===== config.mk =====
export PLATFORM = sky130hd
export DESIGN_NAME = cswl_core
export DESIGN_NICKNAME = d
export VERILOG_FILES = /design/src/cswl_pkg.sv /design/src/cswl_core.sv
export SDC_FILE = /design/constraint.sdc
export NUM_CORES = 1
export LEC_CHECK = 0
export BUFFER_PORTS_ARGS = -buffer_cell sky130_fd_sc_hd__buf_2
export CORE_MARGIN = 2
export CORE_UTILIZATION = 58
export CTS_BUF_LIST = sky130_fd_sc_hd__clkbuf_4 sky130_fd_sc_hd__clkbuf_8 sky130_fd_sc_hd__clkbuf_16
export CTS_CLUSTER_SIZE = 16
export DETAILED_ROUTE_END_ITERATION = 6
export PLACE_DENSITY = 0.91
export SYNTH_ARGS = -nofsm -noshare
export SYNTH_HDL_FRONTEND = slang
export SYNTH_SLANG_ARGS = --single-unit
export TNS_END_PERCENT = 1

===== constraint.sdc =====
create_clock -name i_mclk -period 3.9 [get_ports i_mclk]
set_input_delay 0.39 -clock i_mclk [delete_from_list [all_inputs] [get_ports i_mclk]]
set_output_delay 0.39 -clock i_mclk [all_outputs]
set_load 0.02 [all_outputs]

===== src/cswl_pkg.sv =====
// Shared constants and types for the CAN selective wake logic
package cswl_pkg;

  // Register byte addresses
  localparam logic [7:0] ADDR_CTRL = 8'h00;
  localparam logic [7:0] ADDR_ID = 8'h04;
  localparam logic [7:0] ADDR_IDMASK = 8'h08;
  localparam logic [7:0] ADDR_DLC = 8'h0c;
  localparam logic [7:0] ADDR_DMASK_LO = 8'h10;
  localparam logic [7:0] ADDR_DMASK_HI = 8'h14;
  localparam logic [7:0] ADDR_STAT = 8'h18;
  localparam logic [7:0] ADDR_WAKE = 8'h1c;

  // Control and ID register fields
  localparam int CTRL_MODE_LSB = 0;
  localparam int CTRL_FLEX = 3;
  localparam int CTRL_CDIS = 4;
  localparam int CTRL_CFGV = 5;
  localparam int CTRL_TOMASK = 6;
  localparam int ID_IDE = 29;

  // Status and wake register fields
  localparam int ST_WPAT = 0;
  localparam int ST_WFRM = 1;
  localparam int ST_SYSTEM_ERROR_FLAG = 2;
  localparam int ST_BTO = 3;
  localparam int ST_BSIL = 4;
  localparam int ST_SYNC = 5;
  localparam int ST_ARMED = 6;
  localparam int ST_ERROR_COUNT_FIELD_LSB = 8;
  localparam int WK_BUSWK = 0;

  // Mode codes
  localparam logic [2:0] MODE_OFF = 3'h0;
  localparam logic [2:0] MODE_WK = 3'h1;
  localparam logic [2:0] MODE_RXONLY = 3'h2;
  localparam logic [2:0] MODE_NORMAL = 3'h3;
  localparam logic [2:0] MODE_OFF_ALT = 3'h4;
  localparam logic [2:0] MODE_SWK = 3'h5;

  // Power modes of the surrounding chip
  localparam logic [1:0] PWR_NORMAL = 2'h0;
  localparam logic [1:0] PWR_STOP = 2'h1;
  localparam logic [1:0] PWR_SLEEP = 2'h2;
  localparam logic [1:0] PWR_RESTART = 2'h3;

  // Error counter and decoder resync
  localparam logic [5:0] ERROR_COUNT_FIELD_MAX = 6'h1f;
  localparam logic [5:0] ERROR_COUNT_FIELD_OVF = 6'h20;
  localparam logic [3:0] RESYNC_BITS = 4'h6;
  localparam int IGNORE_MAX = 4;

  // Timing, clock 10 MHz
  localparam int CLK_MHZ = 10;
  localparam int WAKE_MIN_NS = 500;
  localparam int WAKE_CYC_DEF = (WAKE_MIN_NS * CLK_MHZ + 999) / 1000;
  localparam int SILENCE_US = 1000;
  localparam int SILENCE_CYC_DEF = SILENCE_US * CLK_MHZ;

  typedef enum logic [2:0] {
    CSWL_OFF, CSWL_WK, CSWL_ACTIVE, CSWL_WUF_DET, CSWL_WUP_DET1, CSWL_WUP_DET2, CSWL_WOKEN
  } cswl_state_t;

endpackage


===== src/cswl_core.sv =====
// Selective wake logic: pattern and frame wake, error counter, status flags, APB registers
// How it works
// - Up to four frames after bias on may be ignored before filtering.
// - Frame wake only when selective wake is enabled and frame fully qualifies.
// - Identifier matches configured one in masked bits, standard or extended.
// - Length equal; nonzero length needs a data bit hitting the data mask.
// - Protocol errors disqualify; acknowledge and end-of-frame errors are tolerated.
// - Stuff, CRC, form error counts up; good frame to CRC end counts down.
// - Increment at 31 disables selective wake, wakes, sets system error, shows 32.
// - After each count increment or decrement decoder waits 6 to 10 recessive bits.
// - Counter runs in normal, receive-only, frame detection; frozen when woken.
// - Counter cleared on detection entry, silence, rearm, off modes, disable bits.
// - Pattern wake flag set on detected pattern; cleared at rearm.
// - Frame wake sets frame flag and bus wake bit, restart or interrupt.
// - System error set on config error or overflow in selective modes only.
// - Selecting selective wake runs config check; pass enables and clears error.
// - Config writes in normal mode clear valid bit, raising config error.
// - Restart entry clears valid bit; error unless woken by frame from sleep.
// - System error clear refused while top mode bit set and valid bit clear.
// - Silence expiry sets timeout flag, interrupt if enabled, never wakes sleep.
// - Silence expiry sets silence flag; a later wake pattern clears it.
// - Sync flag set by good frame, cleared by protocol error.
// - Armed flag set on correct enable or after error; cleared on wake.
// - Mode 101 is pure selective wake; programmed code stays readable.
//
// Chosen here: the address map and register access over APB.
`timescale 1ns/1ps
`default_nettype none
module cswl_core import cswl_pkg::*; #(
  parameter int SILENCE_CYC = SILENCE_CYC_DEF,
  parameter int WAKE_CYC = WAKE_CYC_DEF,
  parameter int IGN_FRAMES = 2
) (
  input wire logic i_mclk,
  input wire logic i_sys_rst,
  input wire logic i_clk_en,
  input wire logic i_psel,
  input wire logic i_penable,
  input wire logic i_pwrite,
  input wire logic [7:0] i_paddr,
  input wire logic [31:0] i_pwdata,
  output logic [31:0] o_prdata,
  output logic o_pready,
  output logic o_pslverr,
  input wire logic i_bus_rx,
  input wire logic [1:0] i_pwr_mode,
  input wire logic i_bit_valid,
  input wire logic i_bit_rec,
  input wire logic i_frame_ok,
  input wire logic i_frame_ide,
  input wire logic [28:0] i_frame_id,
  input wire logic [3:0] i_frame_dlc,
  input wire logic [63:0] i_frame_data,
  input wire logic i_err_stuff,
  input wire logic i_err_crc,
  input wire logic i_err_form,
  output logic o_sof_enable,
  output logic o_xcvr_woken,
  output logic o_swk_armed,
  output logic o_irq,
  output logic o_restart_req
);

  typedef struct packed {
    cswl_state_t st;
    logic [2:0] mode;
    logic flex;
    logic cdis;
    logic config_valid_bit;
    logic to_mask;
    logic ide;
    logic [28:0] id;
    logic [28:0] idm;
    logic [3:0] dlc;
    logic [63:0] dmask;
    logic wpat;
    logic wfrm;
    logic system_error_flag;
    logic bto;
    logic bsil;
    logic sync;
    logic armed;
    logic buswk;
    logic swk_en;
    logic [5:0] error_count_field;
    logic rx1;
    logic rx2;
    logic [1:0] pat_ph;
    logic [15:0] dom_cnt;
    logic [23:0] sil_cnt;
    logic [3:0] rec_cnt;
    logic gate;
    logic [2:0] ign;
    logic [1:0] pwr_prev;
    logic fw_sleep;
    logic irq;
    logic restart;
    logic woken;
    logic pready;
    logic pslverr;
    logic [31:0] prdata;
  } cswl_regs_t;

  localparam logic [23:0] SIL_LAST = 24'(SILENCE_CYC - 1);
  localparam logic [15:0] WAKE_LAST = 16'(WAKE_CYC - 1);
  localparam logic [2:0] IGN_LIM = 3'(IGN_FRAMES);

  cswl_regs_t q, d;
  logic setup, wr, cfg_hit, rx_dom, prot_err, frame_good, counting, error_count_field_clr;
  logic incr, decr, ovf, id_hit, dlc_hit, data_hit, wake_frame, pat_hit, sil_hit, low_pwr_ok;
  logic mode_wr, restart_entry;
  logic [2:0] new_mode;

  function automatic logic swk_sel(input logic [2:0] m);
    return m[2] && (m != MODE_OFF_ALT);
  endfunction

  function automatic cswl_state_t entry_st(input logic [2:0] m, input logic en);
    if (m == MODE_OFF || m == MODE_OFF_ALT) begin
      return CSWL_OFF;
    end
    if (m == MODE_WK) begin
      return CSWL_WK;
    end
    if (!m[2]) begin
      return CSWL_ACTIVE;
    end
    return en ? CSWL_WUF_DET : CSWL_WUP_DET2;
  endfunction

  assign setup = i_psel && !i_penable;
  assign wr = i_psel && i_penable && q.pready && i_pwrite;
  assign cfg_hit = (i_paddr >= ADDR_ID) && (i_paddr <= ADDR_DMASK_HI);
  assign new_mode = i_pwdata[CTRL_MODE_LSB +: 3];
  assign mode_wr = wr && (i_paddr == ADDR_CTRL) && (new_mode != q.mode);
  assign restart_entry = (i_pwr_mode == PWR_RESTART) && (q.pwr_prev != PWR_RESTART);
  assign low_pwr_ok = (i_pwr_mode == PWR_NORMAL) || (i_pwr_mode == PWR_STOP);
  assign rx_dom = !q.rx2;
  assign id_hit = q.ide ? (i_frame_ide && (((i_frame_id ^ q.id) & q.idm) == 29'h0))
                        : (!i_frame_ide && (((i_frame_id[10:0] ^ q.id[10:0]) & q.idm[10:0]) == 11'h0));
  assign dlc_hit = i_frame_dlc == q.dlc;
  assign data_hit = (q.dlc == 4'h0) || ((i_frame_data & q.dmask) != 64'h0);
  assign prot_err = i_err_stuff || i_err_crc || i_err_form;
  assign frame_good = i_frame_ok && !prot_err;
  assign counting = (q.st == CSWL_ACTIVE) || (q.st == CSWL_WUF_DET);
  assign error_count_field_clr = (q.flex && q.cdis) || q.mode == MODE_OFF || q.mode == MODE_OFF_ALT || q.mode == MODE_WK;
  assign incr = counting && prot_err && !error_count_field_clr && (q.error_count_field != ERROR_COUNT_FIELD_OVF);
  assign decr = counting && frame_good && !error_count_field_clr && (q.error_count_field != 6'h00);
  assign ovf = incr && (q.error_count_field == ERROR_COUNT_FIELD_MAX);
  // ignore first frames after bias on, then full qualification
  assign wake_frame = (q.st == CSWL_WUF_DET) && q.swk_en && frame_good && q.gate && (q.ign == IGN_LIM)
                      && id_hit && dlc_hit && data_hit;
  // second long dominant phase completes the pattern
  assign pat_hit = (q.pat_ph == 2'h2) && rx_dom && (q.dom_cnt == WAKE_LAST);
  assign sil_hit = !rx_dom && (q.sil_cnt == SIL_LAST);

  always_comb begin
    d = q;
    d.irq = 1'b0;
    d.restart = 1'b0;
    d.pready = 1'b0;
    d.pslverr = 1'b0;
    d.rx1 = i_bus_rx;
    d.rx2 = q.rx1;
    d.pwr_prev = i_pwr_mode;
    // restart entry; software set in the same cycle wins
    if (restart_entry) begin
      d.config_valid_bit = 1'b0;
      d.fw_sleep = 1'b0;
    end
    // Zero wait state: answer prepared during setup
    if (setup) begin
      d.pready = 1'b1;
      d.prdata = 32'h0;
      unique case (i_paddr)
        ADDR_CTRL: d.prdata[6:0] = {q.to_mask, q.config_valid_bit, q.cdis, q.flex, q.mode};
        ADDR_ID: d.prdata[29:0] = {q.ide, q.id};
        ADDR_IDMASK: d.prdata[28:0] = q.idm;
        ADDR_DLC: d.prdata[3:0] = q.dlc;
        ADDR_DMASK_LO: d.prdata = q.dmask[31:0];
        ADDR_DMASK_HI: d.prdata = q.dmask[63:32];
        ADDR_STAT: d.prdata[13:0] = {q.error_count_field, 1'b0, q.armed, q.sync, q.bsil, q.bto, q.system_error_flag, q.wfrm, q.wpat};
        ADDR_WAKE: d.prdata[WK_BUSWK] = q.buswk;
        default: d.pslverr = 1'b1;
      endcase
    end
    if (wr) begin
      unique case (i_paddr)
        ADDR_CTRL: begin
          // programmed mode never rewritten by hardware
          d.mode = new_mode;
          d.flex = i_pwdata[CTRL_FLEX];
          d.cdis = i_pwdata[CTRL_CDIS];
          d.config_valid_bit = i_pwdata[CTRL_CFGV];
          d.to_mask = i_pwdata[CTRL_TOMASK];
        end
        ADDR_ID: begin
          d.id = i_pwdata[28:0];
          d.ide = i_pwdata[ID_IDE];
        end
        ADDR_IDMASK: d.idm = i_pwdata[28:0];
        ADDR_DLC: d.dlc = i_pwdata[3:0];
        ADDR_DMASK_LO: d.dmask[31:0] = i_pwdata;
        ADDR_DMASK_HI: d.dmask[63:32] = i_pwdata;
        ADDR_STAT: begin
          // clear refused until valid bit set again
          if (i_pwdata[ST_SYSTEM_ERROR_FLAG] && !(q.mode[2] && !q.config_valid_bit)) begin
            d.system_error_flag = 1'b0;
          end
          if (i_pwdata[ST_BTO]) begin
            d.bto = 1'b0;
          end
        end
        ADDR_WAKE: begin
          if (i_pwdata[WK_BUSWK]) begin
            d.buswk = 1'b0;
          end
        end
        default: d.pslverr = 1'b0;
      endcase
    end
    // error set after the write so it wins over a same-cycle clear
    if (restart_entry && !q.fw_sleep && q.swk_en && swk_sel(q.mode)) begin
      d.system_error_flag = 1'b1;
    end
    // config change in normal mode invalidates the setup
    if (wr && cfg_hit && i_pwr_mode == PWR_NORMAL) begin
      d.config_valid_bit = 1'b0;
      if (q.swk_en && swk_sel(q.mode) && (q.st == CSWL_WUF_DET || q.st == CSWL_WUP_DET1)) begin
        d.system_error_flag = 1'b1;
        d.swk_en = 1'b0;
        d.st = CSWL_WUP_DET2;
        d.armed = 1'b1;
      end
    end
    // Pattern detector runs only in the pattern states
    if (q.st == CSWL_WK || q.st == CSWL_WUP_DET1 || q.st == CSWL_WUP_DET2) begin
      d.dom_cnt = rx_dom ? ((q.dom_cnt == WAKE_LAST) ? q.dom_cnt : q.dom_cnt + 16'h1) : 16'h0;
      if (q.pat_ph == 2'h0 && rx_dom && q.dom_cnt == WAKE_LAST) begin
        d.pat_ph = 2'h1;
      end else if (q.pat_ph == 2'h1 && !rx_dom) begin
        d.pat_ph = 2'h2;
      end else if (pat_hit) begin
        d.pat_ph = 2'h0;
      end
    end
    d.sil_cnt = rx_dom ? 24'h0 : ((q.sil_cnt == SIL_LAST) ? q.sil_cnt : q.sil_cnt + 24'h1);
    // reopen start of frame after enough recessive bits
    if (!q.gate && i_bit_valid) begin
      d.rec_cnt = i_bit_rec ? q.rec_cnt + 4'h1 : 4'h0;
      if (i_bit_rec && q.rec_cnt == RESYNC_BITS - 4'h1) begin
        d.gate = 1'b1;
      end
    end
    if (!mode_wr) begin
      if (counting && frame_good) begin
        d.sync = 1'b1;
      end else if (counting && prot_err) begin
        d.sync = 1'b0;
      end
      if (q.st == CSWL_WUF_DET && i_frame_ok && q.ign != IGN_LIM) begin
        d.ign = q.ign + 3'h1;
      end
      // count up on protocol error, down on good frame
      if (incr) begin
        d.error_count_field = q.error_count_field + 6'h1;
      end else if (decr) begin
        d.error_count_field = q.error_count_field - 6'h1;
      end
      // decoder holds off after each count increment or decrement
      if (incr || decr) begin
        d.gate = 1'b0;
        d.rec_cnt = 4'h0;
      end
      if (ovf && q.swk_en) begin
        d.swk_en = 1'b0;
        d.st = CSWL_WOKEN;
        d.armed = 1'b0;
        // error only in a selective mode
        if (swk_sel(q.mode)) begin
          d.system_error_flag = 1'b1;
        end
      end
      if (wake_frame) begin
        d.st = CSWL_WOKEN;
        d.wfrm = 1'b1;
        d.buswk = 1'b1;
        d.armed = 1'b0;
        d.fw_sleep = i_pwr_mode == PWR_SLEEP;
        d.restart = i_pwr_mode == PWR_SLEEP;
        d.irq = low_pwr_ok;
      end
      if (pat_hit) begin
        d.bsil = 1'b0;
        d.wpat = 1'b1;
        if (q.st == CSWL_WUP_DET1) begin
          d.st = CSWL_WUF_DET;
          d.error_count_field = 6'h00;
        end else begin
          d.st = CSWL_WOKEN;
          d.buswk = 1'b1;
          d.armed = 1'b0;
        end
      end
      // silence expiry, interrupt only, never a wake
      if (sil_hit && (q.st == CSWL_WUF_DET || q.st == CSWL_WUP_DET2)) begin
        d.bto = 1'b1;
        d.bsil = 1'b1;
        d.irq = d.irq || (q.to_mask && low_pwr_ok);
        if (q.st == CSWL_WUF_DET) begin
          // cleared on drop to first pattern state
          d.st = CSWL_WUP_DET1;
          d.error_count_field = 6'h00;
        end
      end
    end else begin
      d.wpat = 1'b0;
      // Stale sleep wake must not excuse a later restart
      d.fw_sleep = 1'b0;
      d.error_count_field = 6'h00;
      d.gate = 1'b1;
      if (swk_sel(new_mode)) begin
        d.wfrm = 1'b0;
      end
      // config check when entering a selective mode
      if (swk_sel(new_mode) && !swk_sel(q.mode)) begin
        d.swk_en = d.config_valid_bit;
        d.system_error_flag = !d.config_valid_bit;
        d.ign = 3'h0;
      end else if (!swk_sel(new_mode)) begin
        d.swk_en = 1'b0;
      end
      d.st = entry_st(new_mode, d.swk_en);
      // armed on correct enable, or after error in second pattern state
      d.armed = swk_sel(new_mode);
    end
    // off modes and disable bits hold the counter clear
    if (error_count_field_clr) begin
      d.error_count_field = 6'h00;
    end
    // armed dropped with top mode bit
    if (!d.mode[2]) begin
      d.armed = 1'b0;
    end
    if (d.st != q.st) begin
      d.pat_ph = 2'h0;
      d.dom_cnt = 16'h0;
      d.sil_cnt = 24'h0;
    end
    d.woken = d.st == CSWL_WOKEN;
  end

  always_ff @(posedge i_mclk) begin
    if (i_sys_rst) begin
      q <= '0;
      q.rx1 <= 1'b1;
      q.rx2 <= 1'b1;
      q.gate <= 1'b1;
    end else if (i_clk_en) begin
      q <= d;
    end
  end

  assign o_prdata = q.prdata;
  assign o_pready = q.pready;
  assign o_pslverr = q.pslverr;
  assign o_sof_enable = q.gate;
  assign o_xcvr_woken = q.woken;
  assign o_swk_armed = q.armed;
  assign o_irq = q.irq;
  assign o_restart_req = q.restart;
endmodule
`default_nettype wire


[Yosys cells after proc, flatten, opt, wreduce, memory -nomap -nowiden]
Index checks and enable logic that the tools add are counted.
Operators by class
  add/subtract/negate cells: 6
  $mul: 0
  div/mod/pow operators: 0
  $lt $le $gt $ge: 2
  equality and inequality tests: 39
  shift-type cells: 0
  mux-type cells: 114
  bitwise logic cells: 6
  reductions and logical operators: 115
Operator list (count)
  2-to-1 mux 134 bit: 1
  2-to-1 mux 3 bit: 22
  bitwise AND 64 bit: 1
  2-to-1 mux 32 bit: 2
  nonzero test 64 bit: 1
  one-hot mux 15 bit (4 select lines): 1
  logical AND 1 bit: 51
  2-to-1 mux 1 bit: 48
  2-to-1 mux 24 bit: 2
  2-to-1 mux 42 bit: 1
  2-to-1 mux 6 bit: 7
  AND reduction 3 bit: 13
  one-hot mux 7 bit (5 select lines): 1
  2-to-1 mux 34 bit: 1
  == test 8 x 5 -> 1 bit, second input constant: 4
  2-to-1 mux 16 bit: 2
  2-to-1 mux 30 bit: 1
  bitwise AND 29 bit: 1
  zero test 29 bit: 1
  2-to-1 mux 29 bit: 1
  bitwise XOR 29 bit: 1
  adder 24 x 1 -> 24 bit, second input constant: 1
  == test 24 x 14 -> 1 bit, second input constant: 1
  one-hot mux 3 bit (7 select lines): 1
  49 further kinds: 116
Word-level totals
  flip-flop bits (word level): 244
  latch bits: 0
  bits in writable memories: 0
  memory bits (read-only): 0
  bits of input ports: 153
  output and inout port bits: 39
  word-level logic and storage cells: 321
  memories: 0

[Logic depth before layout (Yosys ltp)]
Gate-level depths: netlist (run 1).
  depth after elaboration: 18
  mapped depth: 14
  depth with buffers taken out: 12

[Worst setup path before layout (run 1)]
Ideal clock, no wire load.
  path type: register -> register
  start point: register q (netlist bit o_pready)
  end point: register q[61] (netlist bit)
  setup time: 0.059 ns
  arrival time: 2.961 ns
  required time: 3.841 ns
  slack: 0.879 ns
  cell stages (with the launch flop): 13
  path buffers: 2
  clock period less this slack: 3.021 ns
  cell sequence: dfxtp_1 -> and4_1 -> buf_2 -> nand4_1 -> mux2i_1 -> a21oi_1 -> and2_4 -> or4_4 -> o211a_1 -> or3_4 -> buf_2 -> o21ai_1 -> a22o_1
On the way
  longest elaborated chain between the ends: 16
  elaborated cells on any way between the ends: 27
  those cells by class: eq/ne: 2; mux: 18; reduce/logical: 7
RTL lines
  start, declared: RTL line cswl_core.sv:108  | cswl_regs_t q, d;
  logical AND 1 bit (*) (2 in a row): RTL line cswl_core.sv:132  | assign wr = i_psel && i_penable && q.pready && i_pwrite;
  logical AND 1 bit (2 in a row): RTL line cswl_core.sv:227  | if (wr && cfg_hit && i_pwr_mode == PWR_NORMAL) begin
  2-to-1 mux 1 bit: RTL line cswl_core.sv:227
  2-to-1 mux 1 bit: RTL line cswl_core.sv:330  | end else if (!swk_sel(new_mode)) begin
  2-to-1 mux 1 bit: RTL line cswl_core.sv:326  | if (swk_sel(new_mode) && !swk_sel(q.mode)) begin
  2-to-1 mux 1 bit: RTL line cswl_core.sv:255  | if (!mode_wr) begin
  2-to-1 mux 3 bit (2 in a row): RTL line cswl_core.sv:128  | return en ? CSWL_WUF_DET : CSWL_WUP_DET2;
  2-to-1 mux 3 bit: RTL line cswl_core.sv:125  | if (!m[2]) begin
  2-to-1 mux 3 bit: RTL line cswl_core.sv:122  | if (m == MODE_WK) begin
  2-to-1 mux 3 bit (*): RTL line cswl_core.sv:255
  != test 3 bit (*): RTL line cswl_core.sv:345  | if (d.st != q.st) begin
  != test 3 x 2 -> 1 bit (no source line)
  AND reduction 2 bit (no source line)
Mark *: on every way between the ends. The rest lies on a longest branch, timed or not. The select of a mux whose other input is x is not followed.
A chain may end at the register's enable or synchronous reset.

[Final worst setup path (run 1)]
  start point: register q[242] (netlist bit)
  end point: register q[66] (netlist bit)
On the way
  longest elaborated chain between the ends: 16
  elaborated cells on any way between the ends: 43
  those cells by class: eq/ne: 6; mux: 19; reduce/logical: 18
RTL lines
  == test 3 x 2 -> 1 bit, or another cell as far along
  logical OR 1 bit, or another cell as far along: RTL line cswl_core.sv:229  | if (q.swk_en && swk_sel(q.mode) && (q.st == CSWL_WUF_DET || q.st == CSWL_WUP_DET1)) begin
  logical AND 1 bit, on equally long branches: RTL line cswl_core.sv:229, cswl_core.sv:147, cswl_core.sv:151
  2-to-1 mux 1 bit, or another cell as far along: RTL line cswl_core.sv:229
  2-to-1 mux 1 bit, or another cell as far along: RTL line cswl_core.sv:227
  2-to-1 mux 1 bit, or another cell as far along: RTL line cswl_core.sv:330
  2-to-1 mux 1 bit, or another cell as far along: RTL line cswl_core.sv:326
  2-to-1 mux 1 bit, or another cell as far along: RTL line cswl_core.sv:255
  2-to-1 mux 3 bit, on equally long branches: RTL line cswl_core.sv:128, cswl_core.sv:284
  2-to-1 mux 3 bit, on equally long branches: RTL line cswl_core.sv:128, cswl_core.sv:293
  2-to-1 mux 3 bit, on equally long branches: RTL line cswl_core.sv:125, cswl_core.sv:310
  2-to-1 mux 3 bit, on equally long branches: RTL line cswl_core.sv:122, cswl_core.sv:306
  2-to-1 mux 3 bit: RTL line cswl_core.sv:255
  != test 3 bit (*): RTL line cswl_core.sv:345
  != test 3 x 2 -> 1 bit (no source line)
  AND reduction 2 bit (no source line)
Marked as above.

==> metrics, run 1 <==
most common cell in the netlist nand2_1; layout cell share with drive strength beyond 1 between 10% and 20%; CTS Buf Count 26; GR peak layer met2; CTS tree yes; # hold bufs at CTS 0; clk slew on worst S/H paths around 70 ps; launch point of the worst reg-to-reg path q[242]$_SDFFE_PP0P_; Final #Nets 1954; top cells by count, synth nand2_1, dfxtp_1, a21oi_1; Period minus WS final 3400 ps; fmax ~0.29 GHz; dominant cells by area after synthesis dfxtp_1, nand2_1, a21oi_1; hpwl dp around 31 mm; Fin Hold WS around 76 ps; Critical-path top delay cell dfxtp_1; met1 Use GR a little under half; critical path fanouts, max 24; CP required 4380 ps; PostCTS Resize Cnt 0; Synth warnings 0; max-cap violations 0; Peak supply drop roughly 0.00033 V; GR Util met3 ~7.2%; Final ANT Viol Nets 0; met2 Usage GRT between 50% and 60%; LEAKAGE 5.62 nW; grt ovf 0; Initial Util about three fifths; Ports 192; Mean Syn Cell Area between 7 and 8 um2; area of the core around 22000 um2; largest net degree at the start of global routing roughly 170; Post-synth EDFFs 0; critical path startpoint category flip-flop; die height between 150 and 200 um; die width ~150 um; failing checks DRC; kind of critical path reg2reg; DR vias/cell roughly 6.6; Unique masters post-synth 68; Total Routing Usage GR 35.9%; crit share post-route slightly below 90%; Yosys top cell by area dfxtp_1; crit-path cells nor2b_2 -> and3_1 -> nand4_1 -> nor3_1 -> nand3_1 -> buf_4 -> mux2_2 -> nand2_1 -> or3_4 -> nor3_2 -> a22o_1; flops & latches, synth approximately 240; Post CTS Setup Buffer Count 0; initial drt markers 2049; Port Buf Inserts 191; initial antenna violation count 3; Hold Path Origin i_bus_rx; Sink Count between 200 and 250; max incr delay on CP 600 ps; CTS HTree Levels 1; relative slew slack between 40% and 50%; Slew Limit Fails 0; Die Area roughly 23000 um2; DRT Pass-1 Iters 7; Synth top area share a little under two fifths; GP Congestion 1.01; Worst Tran Pin Value 873 ps; CP arrival 3880 ps; Total Neg Setup Slack 0 ps; Final setup viols 0; Main synth FF type dfxtp_1; vias post-DR 13800; final wirelength between 40 and 50 mm; CP endpoint kind flip-flop; vias in the first global route 12800; Synth Cell Area 12700 um2; RSZ-0062 raised after global routing false; first-pass GRT wire length a little under 70 mm; number of remaining DRC errors 1; final core utilization about 67%; Worst setup startpoint q[242]$_SDFFE_PP0P_; final hold violation count 0; Seq/Total Area, Yosys about two fifths; Clock Skews roughly 16 ps; Cell Pwr Density between 300 and 400 nW/um2; Clk Tree Root Cell clkbuf_16; Layout area overhead 14.2%; Skew-Pair Late Insertion Delay between 500 and 600 ps; Syn Nets between 1500 and 2000; Synth Instances 1674; Rows between 50 and 60; asr flop ratio synth 0%; Hold Crit Class in2reg; mean routed wirelength per cell approximately 21 um; worst-case clock buffer depth 3; outcome complete, but fails checks
-- metal layers --
metal / vias up / wire length (um)
met4: 2 / 2530
met2: 1073 / 19600
met1: 6325 / 16100
met3: 216 / 5760
met5: - / 13
li1: 6157 / -
-- per-stage QoR --
| step | total power [mW] | cell area [um2] | std cells | worst slack [ps] |
|---|---|---|---|---|
| after floorplan | 2.75 | 12700 | 1674 | 879 |
| after global placement | 2.91 | 13700 | 2043 | 608 |
| after detailed placement | 2.92 | 13700 | 2043 | 481 |
| after CTS | 5.32 | 14600 | 2089 | 588 |
| after global routing | 5.46 | 14600 | 2091 | 189 |
| final | 5.35 | 14600 | 2091 | 496 |
-- critical path, delay by kind of cell, from the launching register on --
kind / cells / cell delay, ps
simple gates: 8 / 2110
flops: 1 / 600
compound gates: 1 / 170
buf+inv: 1 / 220
mux: 1 / 220
-- cell type report --
cell class	count	area (um2)
Sequential cell	244	4880
Fill cell	1743	7130
Clock buffer	39	810
Inverter	19	71.3
Clock inverter	7	38.8
Timing Repair Buffer	226	1250
Tap cell	280	350
Multi-Input combinational cell	1274	7150
Antenna cell	2	5.00
-- flip-flops by register name, indices dropped and copies added, names as in the netlist --
name	flops
o_irq	1
o_sof_enable	1
o_swk_armed	1
o_pready	1
q	204
o_xcvr_woken	1
o_restart_req	1
o_pslverr	1
o_prdata	32
d	1
-- kinds of logic after synthesis --
kind of cell             after synthesis  share of synthesized area, %
AND/OR/NAND/NOR                      751                          27.4
adder cells (fa/ha/maj)               10                         0.982
AO/OA/AOI/OAI                        432                          21.4
flip-flops                           244                          38.3
XOR/XNOR                              39                          2.68
buffers and inverters                156                          5.65
multiplexers                          42                          3.58
-- placed cells by master (no fill, tap or decap), types with 7 or more instances in the layout --
cell       instances
a222oi_1           8
inv_1             19
buf_4             33
buf_2            190
a311oi_1           9
a22o_1            32
and3_1            32
and2_1            10
o21ai_1           21
clkbuf_8           7
mux2i_1           13
dfxtp_1          244
ha_1              10
a21oi_1          172
clkbuf_16         27
a211oi_1          13
o21ai_0           55
nand2_1          390
mux2_2            27
nand4b_1           7
a221oi_1           7
nand3_1           30
a22oi_1           75
xor2_1            38
nor2b_1           35
nand2b_1           8
nand4_1           44
nor3_1            31
nor4_1            18
nor2_1           104
-- path summary, 6_finish.rpt --
path                               endpoint  slack (ps)  depth (start not counted)
hold / removal           d[90]$_SDFFE_PP1P_          80                          2
setup reg to reg         q[66]$_SDFFE_PP0P_         500                         11
hold reg to reg   o_xcvr_woken$_SDFFE_PP0P_         470                          2
setup / recovery         q[66]$_SDFFE_PP0P_         500                         11
-- where the power goes --
part / leakage [nW] / internal, mW / switching (mW)
Sequential: 1.97 / 2.51 / 0.0156
Clock: 0.434 / 1.43 / 1.04
Combinational: 3.22 / 0.126 / 0.232
Note: power is estimated with default switching activity, not from simulation.
==> inputs of run 2 (changes only) <==
PLACE_DENSITY = 0.82   (was 0.91)
RECOVER_POWER = 25   (was not set)
==> run 2 against run 1 <==
  * Final cell count hardly changed
  * Die area stayed put
  * Register-to-register slack better by 30 ps
  * First-iteration DRC count is 11% lower
  * Sequential cell count stayed put
  * Largest power group unchanged
  * Utilization is 0.22 points lower
  * Critical path depth is 1 lower
  * Combinational power hardly changed
  * Clock power hardly changed
  * Worst setup slack better by 34 ps
  * Wire length is 1.3% lower
  * The run ends with DRC, capacitance limit, slew limit left
  * Largest cell class unchanged
==> metrics, run 2 (synthesis results as in run 1) <==
Peak supply drop 0.000326 V (was 0.000334 V); clk slew on worst S/H paths 60 ps (was 70 ps); outcome complete, but fails checks (unchanged); initial drt markers 1817 (was 2049); Period minus WS final 3370 ps (was 3400 ps); Crit path buffers/inverters 1 (unchanged); mean routed wirelength per cell 20.8 um (was 21.0 um); max-cap violations 1 (was 0); largest net degree at the start of global routing 144 (was 167); grt ovf 0 (unchanged); # hold bufs at CTS 0 (unchanged); area of the core 21700 um2 (unchanged); die height 152 um (unchanged); Design Area, Final 14500 um2 (was 14600 um2); Pwr Total 5.36 mW (was 5.35 mW); hpwl dp 30.8 mm (was 31.3 mm); commonest non-fill, non-tap cell in the layout nand2_1 (unchanged); layout cell share with drive strength beyond 1 15.1% (was 17.4%); CP required 4320 ps (was 4380 ps); reg2reg setup slack 530 ps (was 500 ps); Final setup viols 0 (unchanged); crit-path cells nor3b_2 -> a21oi_1 -> o311a_1 -> a21oi_1 -> a211o_1 -> mux2_2 -> nand3b_1 -> and4b_1 -> buf_4 -> a22o_1 (was nor2b_2 -> and3_1 -> nand4_1 -> nor3_1 -> nand3_1 -> buf_4 -> mux2_2 -> nand2_1 -> or3_4 -> nor3_2 -> a22o_1); LEAKAGE 5.45 nW (was 5.62 nW); DRT Pass-1 Iters 7 (unchanged); Cell Pwr Density 369 nW/um2 (was 367 nW/um2); Fillers 1893 (was 1743); Slew Limit Fails 44 (was 0); Ports 192 (unchanged); final hold violation count 0 (unchanged); first-pass GRT wire length 66.9 mm (was 67.8 mm); CP Capture Point q[57]$_SDFFE_PP0P_ (was q[66]$_SDFFE_PP0P_); Top cell by count, worst path a21oi_1; GP Congestion 0.948 (was 1.01); critical path fanouts, max 10 (was 24); final core utilization 66.9% (was 67.1%); hold depth 2 (unchanged); Sink Count 244 (unchanged); Rows 54 (unchanged); Final #Nets 1956 (was 1954); most frequent cells in the layout nand2_1, dfxtp_1, a21oi_1 (was nand2_1, dfxtp_1, buf_2); CP endpoint kind flip-flop (unchanged); Clock Skews 8.72 ps (was 15.8 ps); max incr delay on CP 520 ps (was 600 ps); Layout area overhead 13.8% (was 14.2%); die width 152 um (unchanged); initial antenna violation count 1 (was 3); crit share post-route 86.4% (was 87.3%); R2R depth 10 (was 11); worst-case clock buffer depth 3 (unchanged); Critical-path top delay cell dfxtp_1 (unchanged); Port Buf Inserts 191 (unchanged); PostCTS Resize Cnt 0 (unchanged); Clk Tree Root Cell clkbuf_16 (unchanged); CTS HTree Levels 1 (unchanged); max reg flops 204 (unchanged); relative slew slack -36.4% (was 41.8%); Total Routing Usage GR 35.7% (was 35.9%); vias in the first global route 12500 (was 12800); Crit. path cell count 10 (was 11); Worst setup startpoint q[243]$_SDFFE_PP0P_ (was q[242]$_SDFFE_PP0P_); kind of critical path reg2reg (unchanged); failing checks DRC, capacitance limit, slew limit (was DRC); Final ANT Viol Nets 0 (unchanged); CP top delay family compound AO/OA/AOI/OAI gates (was simple AND/OR/NAND/NOR gates); non-filler cells, final 2092 (was 2091); Hold Crit Class in2reg (unchanged); Initial Util 58.8% (unchanged); launch point of the worst reg-to-reg path q[243]$_SDFFE_PP0P_ (was q[242]$_SDFFE_PP0P_); final wirelength 43.4 mm (was 44.0 mm); Skew-Pair Late Insertion Delay 530 ps (was 540 ps); CP arrival 3790 ps (was 3880 ps); RR Endpoint q[57]$_SDFFE_PP0P_ (was q[66]$_SDFFE_PP0P_); RSZ-0062 raised after global routing false (unchanged); CTS Buf Count 26 (unchanged); critical path startpoint category flip-flop (unchanged); Die Area 23200 um2 (unchanged); vias post-DR 13300 (was 13800); fmax 0.297 GHz (was 0.294 GHz); Post CTS Setup Buffer Count 0 (unchanged); Total Neg Setup Slack 0 ps (unchanged); placed cells 2045 (was 2043); Worst Tran Pin Value 2050 ps (was 873 ps); Most flops, register q (unchanged); Area after DPL 13700 um2 (about the same); CTS tree yes (unchanged); DR vias/cell 6.37 (was 6.59); number of remaining DRC errors 1 (unchanged)
-- run 2: worst min-delay path by stage --
stage | to | from
after floorplan | q[90]$_SDFFE_PP1P_ | d[90]$_SDFFE_PP1P_
after global placement | q[103]$_SDFFE_PP0P_ | q[103]$_SDFFE_PP0P_
after detailed placement | q[167]$_SDFFE_PP0P_ | q[167]$_SDFFE_PP0P_
after CTS | d[90]$_SDFFE_PP1P_ | i_bus_rx
after global routing | d[90]$_SDFFE_PP1P_ | i_bus_rx
final | d[90]$_SDFFE_PP1P_ | i_bus_rx
-- run 2: metrics by stage --
stage / hold WS, ps / setup slack, ps
floorplan: 431 / 879
global route: 77.2 / 308
CTS: 69.3 / 586
global placement: 449 / 530
detailed placement: 464 / 485
finish: 77.8 / 530
-- run 2: where the power goes --
part / switching (mW) / internal [mW]
registers: 0.0117 / 2.51
clock network: 1.02 / 1.46
logic: 0.232 / 0.125
total: 1.26 / 4.10
-- run 2: per-layer routing --
metal  wire length (um)  vias to the layer above  track usage [%]  share of wire (%)
met4               1730                        0             12.6                4.0
met1              16900                     6188             47.6                 39
met3               5300                      133             8.53                 12
met2              19500                      850             56.6                 45
li1                   -                     6165                -                  -
met5                  0                        -                0                  0
-- run 2: cell type report --
| cell class | instances | area [um2] | area share (%) |
|---|---|---|---|
| Sequential cell | 244 | 4880 | 33.7 |
| Tap cell | 280 | 350 | 2.41 |
| Timing Repair Buffer | 228 | 1190 | 8.23 |
| Inverter | 19 | 71.3 | 0.491 |
| Multi-Input combinational cell | 1274 | 7150 | 49.3 |
| Clock inverter | 8 | 67.6 | 0.466 |
| Antenna cell | 1 | 2.50 | 0.0172 |
| Clock buffer | 38 | 790 | 5.44 |
==> inputs of run 3 (changes only) <==
CELL_PAD_IN_SITES_DETAIL_PLACEMENT = 1   (was not set)
CELL_PAD_IN_SITES_GLOBAL_PLACEMENT = 1   (was not set)
CORE_UTILIZATION = 42   (was 58)
PLACE_DENSITY = 0.81   (was 0.82)
==> run 3 against run 2 <==
  * The run still ends with DRC, capacitance limit, slew limit left
  * Clock skew increased by 14 ps
  * Highest routed layer unchanged
  * First-iteration DRC count decreased by 27%
  * Worst setup slack worse by 140 ps
  * Critical endpoint is now o_prdata[30]$_SDFFE_PP0P_
==> metrics, run 3 (synthesis results as in run 1) <==
DR vias/cell 6.14 (was 6.37); first-pass GRT wire length 77.5 mm (was 66.9 mm); crit-path cells clkbuf_4 -> clkbuf_2 -> nor3_1 (was nor3b_2 -> a21oi_1 -> o311a_1 -> a21oi_1 -> a211o_1 -> mux2_2 -> nand3b_1 -> and4b_1 -> buf_4 -> a22o_1); largest net degree at the start of global routing 162 (was 144); layout cell share with drive strength beyond 1 15.7% (was 15.1%); number of remaining DRC errors 3 (was 1); Cell Pwr Density 378 nW/um2 (was 369 nW/um2); Crit path buffers/inverters 2 (was 1); die height 178 um (was 152 um); Layout area overhead 15.9% (was 13.8%); max incr delay on CP 2500 ps (was 520 ps); vias in the first global route 13600 (was 12500); Critical-path top delay cell clkbuf_2 (was dfxtp_1); Slew Limit Fails 201 (was 44); Final ANT Viol Nets 0 (unchanged); Crit. path cell count 3 (was 10); Hold Crit Class in2reg (unchanged); LEAKAGE 5.53 nW (was 5.45 nW); CP top delay family buffers and inverters (was compound AO/OA/AOI/OAI gates); vias post-DR 13600 (was 13300); die width 178 um (was 152 um); Peak supply drop 0.000294 V (was 0.000326 V); Clk Tree Root Cell clkbuf_16 (unchanged); hold depth 2 (unchanged); CTS HTree Levels 1 (unchanged); Fin Hold WS 61.4 ps (was 77.8 ps); Most flops, register q (unchanged); RSZ-0062 raised after global routing false (unchanged); GR peak layer met2 (unchanged); fmax 0.285 GHz (was 0.297 GHz); Die Area 31800 um2 (was 23200 um2); outcome complete, but fails checks (unchanged); PostCTS Resize Cnt 0 (unchanged); Ports 192 (unchanged); CP required 4170 ps (was 4320 ps); Sink Count 244 (unchanged); Initial Util 42.8% (was 58.8%); Skew-Pair Late Insertion Delay 560 ps (was 530 ps); Final setup viols 0 (unchanged); critical path startpoint category primary input (was flip-flop); initial antenna violation count 2 (was 1); grt ovf 0 (unchanged); R2R depth 11 (was 10); DRT Pass-1 Iters 7 (unchanged); met1 Use GR 42.4% (was 47.6%); worst setup margin 387 ps (was 530 ps); clk slew on worst S/H paths 60 ps (about the same); CP endpoint kind flip-flop (unchanged); Total Routing Usage GR 31.8% (was 35.7%); GP Congestion 0.937 (was 0.948); mean routed wirelength per cell 23.3 um (was 20.8 um); CTS tree yes (unchanged); CTS Buf Count 28 (was 26); area of the core 29800 um2 (was 21700 um2); GR Util met3 6.01% (was 8.53%); Post CTS Setup Buffer Count 0 (unchanged); initial drt markers 1327 (was 1817); relative slew slack -134% (was -36.4%); Design Area, Final 14800 um2 (was 14500 um2); Final #Nets 1964 (was 1956); failing checks DRC, capacitance limit, slew limit (unchanged); crit share post-route 90.1% (was 86.4%); CP arrival 3790 ps (about the same); Area after DPL 13900 um2 (was 13700 um2); reg2reg setup slack 410 ps (was 530 ps); worst-case clock buffer depth 3 (unchanged); pre-CTS setup slack 346 ps (was 485 ps); critical path fanouts, max 161 (was 10); final wirelength 51.7 mm (was 43.4 mm); Port Buf Inserts 191 (unchanged); hpwl dp 37.3 mm (was 30.8 mm); Clock Skews 22.2 ps (was 8.72 ps); kind of critical path in2reg (was reg2reg); Period minus WS final 3510 ps (was 3370 ps); Worst Tran Pin Value 3500 ps (was 2050 ps); commonest non-fill, non-tap cell in the layout nand2_1 (unchanged); final hold violation count 0 (unchanged); Rows 63 (was 54); Total Neg Setup Slack 0 ps (unchanged); most frequent cells in the layout nand2_1, dfxtp_1, a21oi_1 (unchanged); # hold bufs at CTS 0 (unchanged); max-cap violations 2 (was 1); final core utilization 49.6% (was 66.9%); met2 Usage GRT 51.1% (was 56.6%); max reg flops 204 (unchanged)
run 3: path summary, 6_finish.rpt:
kind	startpoint	end
setup / recovery	i_sys_rst	o_prdata[30]$_SDFFE_PP0P_
hold / removal	i_bus_rx	d[90]$_SDFFE_PP1P_
setup reg to reg	o_pready$_SDFFE_PP0P_	q[78]$_SDFFE_PP0P_
hold reg to reg	q[103]$_SDFFE_PP0P_	q[103]$_SDFFE_PP0P_
run 3: where the power goes:
part	internal (mW)	total, mW	switching [mW]
clock network	1.59	2.70	1.11
registers	2.51	2.52	0.0142
logic	0.124	0.371	0.247
run 3: area by class of cell:
| class | count | area [um2] |
|---|---|---|
| diodes | 3 | 7.51 |
| clock buffers | 40 | 858 |
| clock inverters | 12 | 85.1 |
| fillers | 3778 | 15000 |
| inverters | 19 | 71.3 |
| multi-input cells | 1274 | 7150 |
| flip-flops and latches | 244 | 4880 |
| well taps | 390 | 488 |
| repair buffers | 234 | 1230 |
run 3: worst reg2reg max path, stage by stage (launching register included):
cell      delay, ps
dfxtp_1         360
and4_1          350
nand4_1         370
nor2_1          710
and2_1          230
o21bai_1         60
a22oi_1         240
o221a_2         270
nand4_1         200
buf_4           250
o21ai_0         210
a22o_1          180
run 3: per-layer routing:
metal / vias up / share of wire, %
met5: - / 0
met4: 0 / 3.8
met3: 131 / 8.4
met2: 603 / 46
met1: 6704 / 42
li1: 6166 / -
run 3: stage by stage:
stage / power (mW) / std cells
floorplan: 2.75 / 1674
global placement: 2.93 / 2161
detailed placement: 2.94 / 2161
CTS: 5.60 / 2213
global route: 5.74 / 2215
finish: 5.59 / 2216
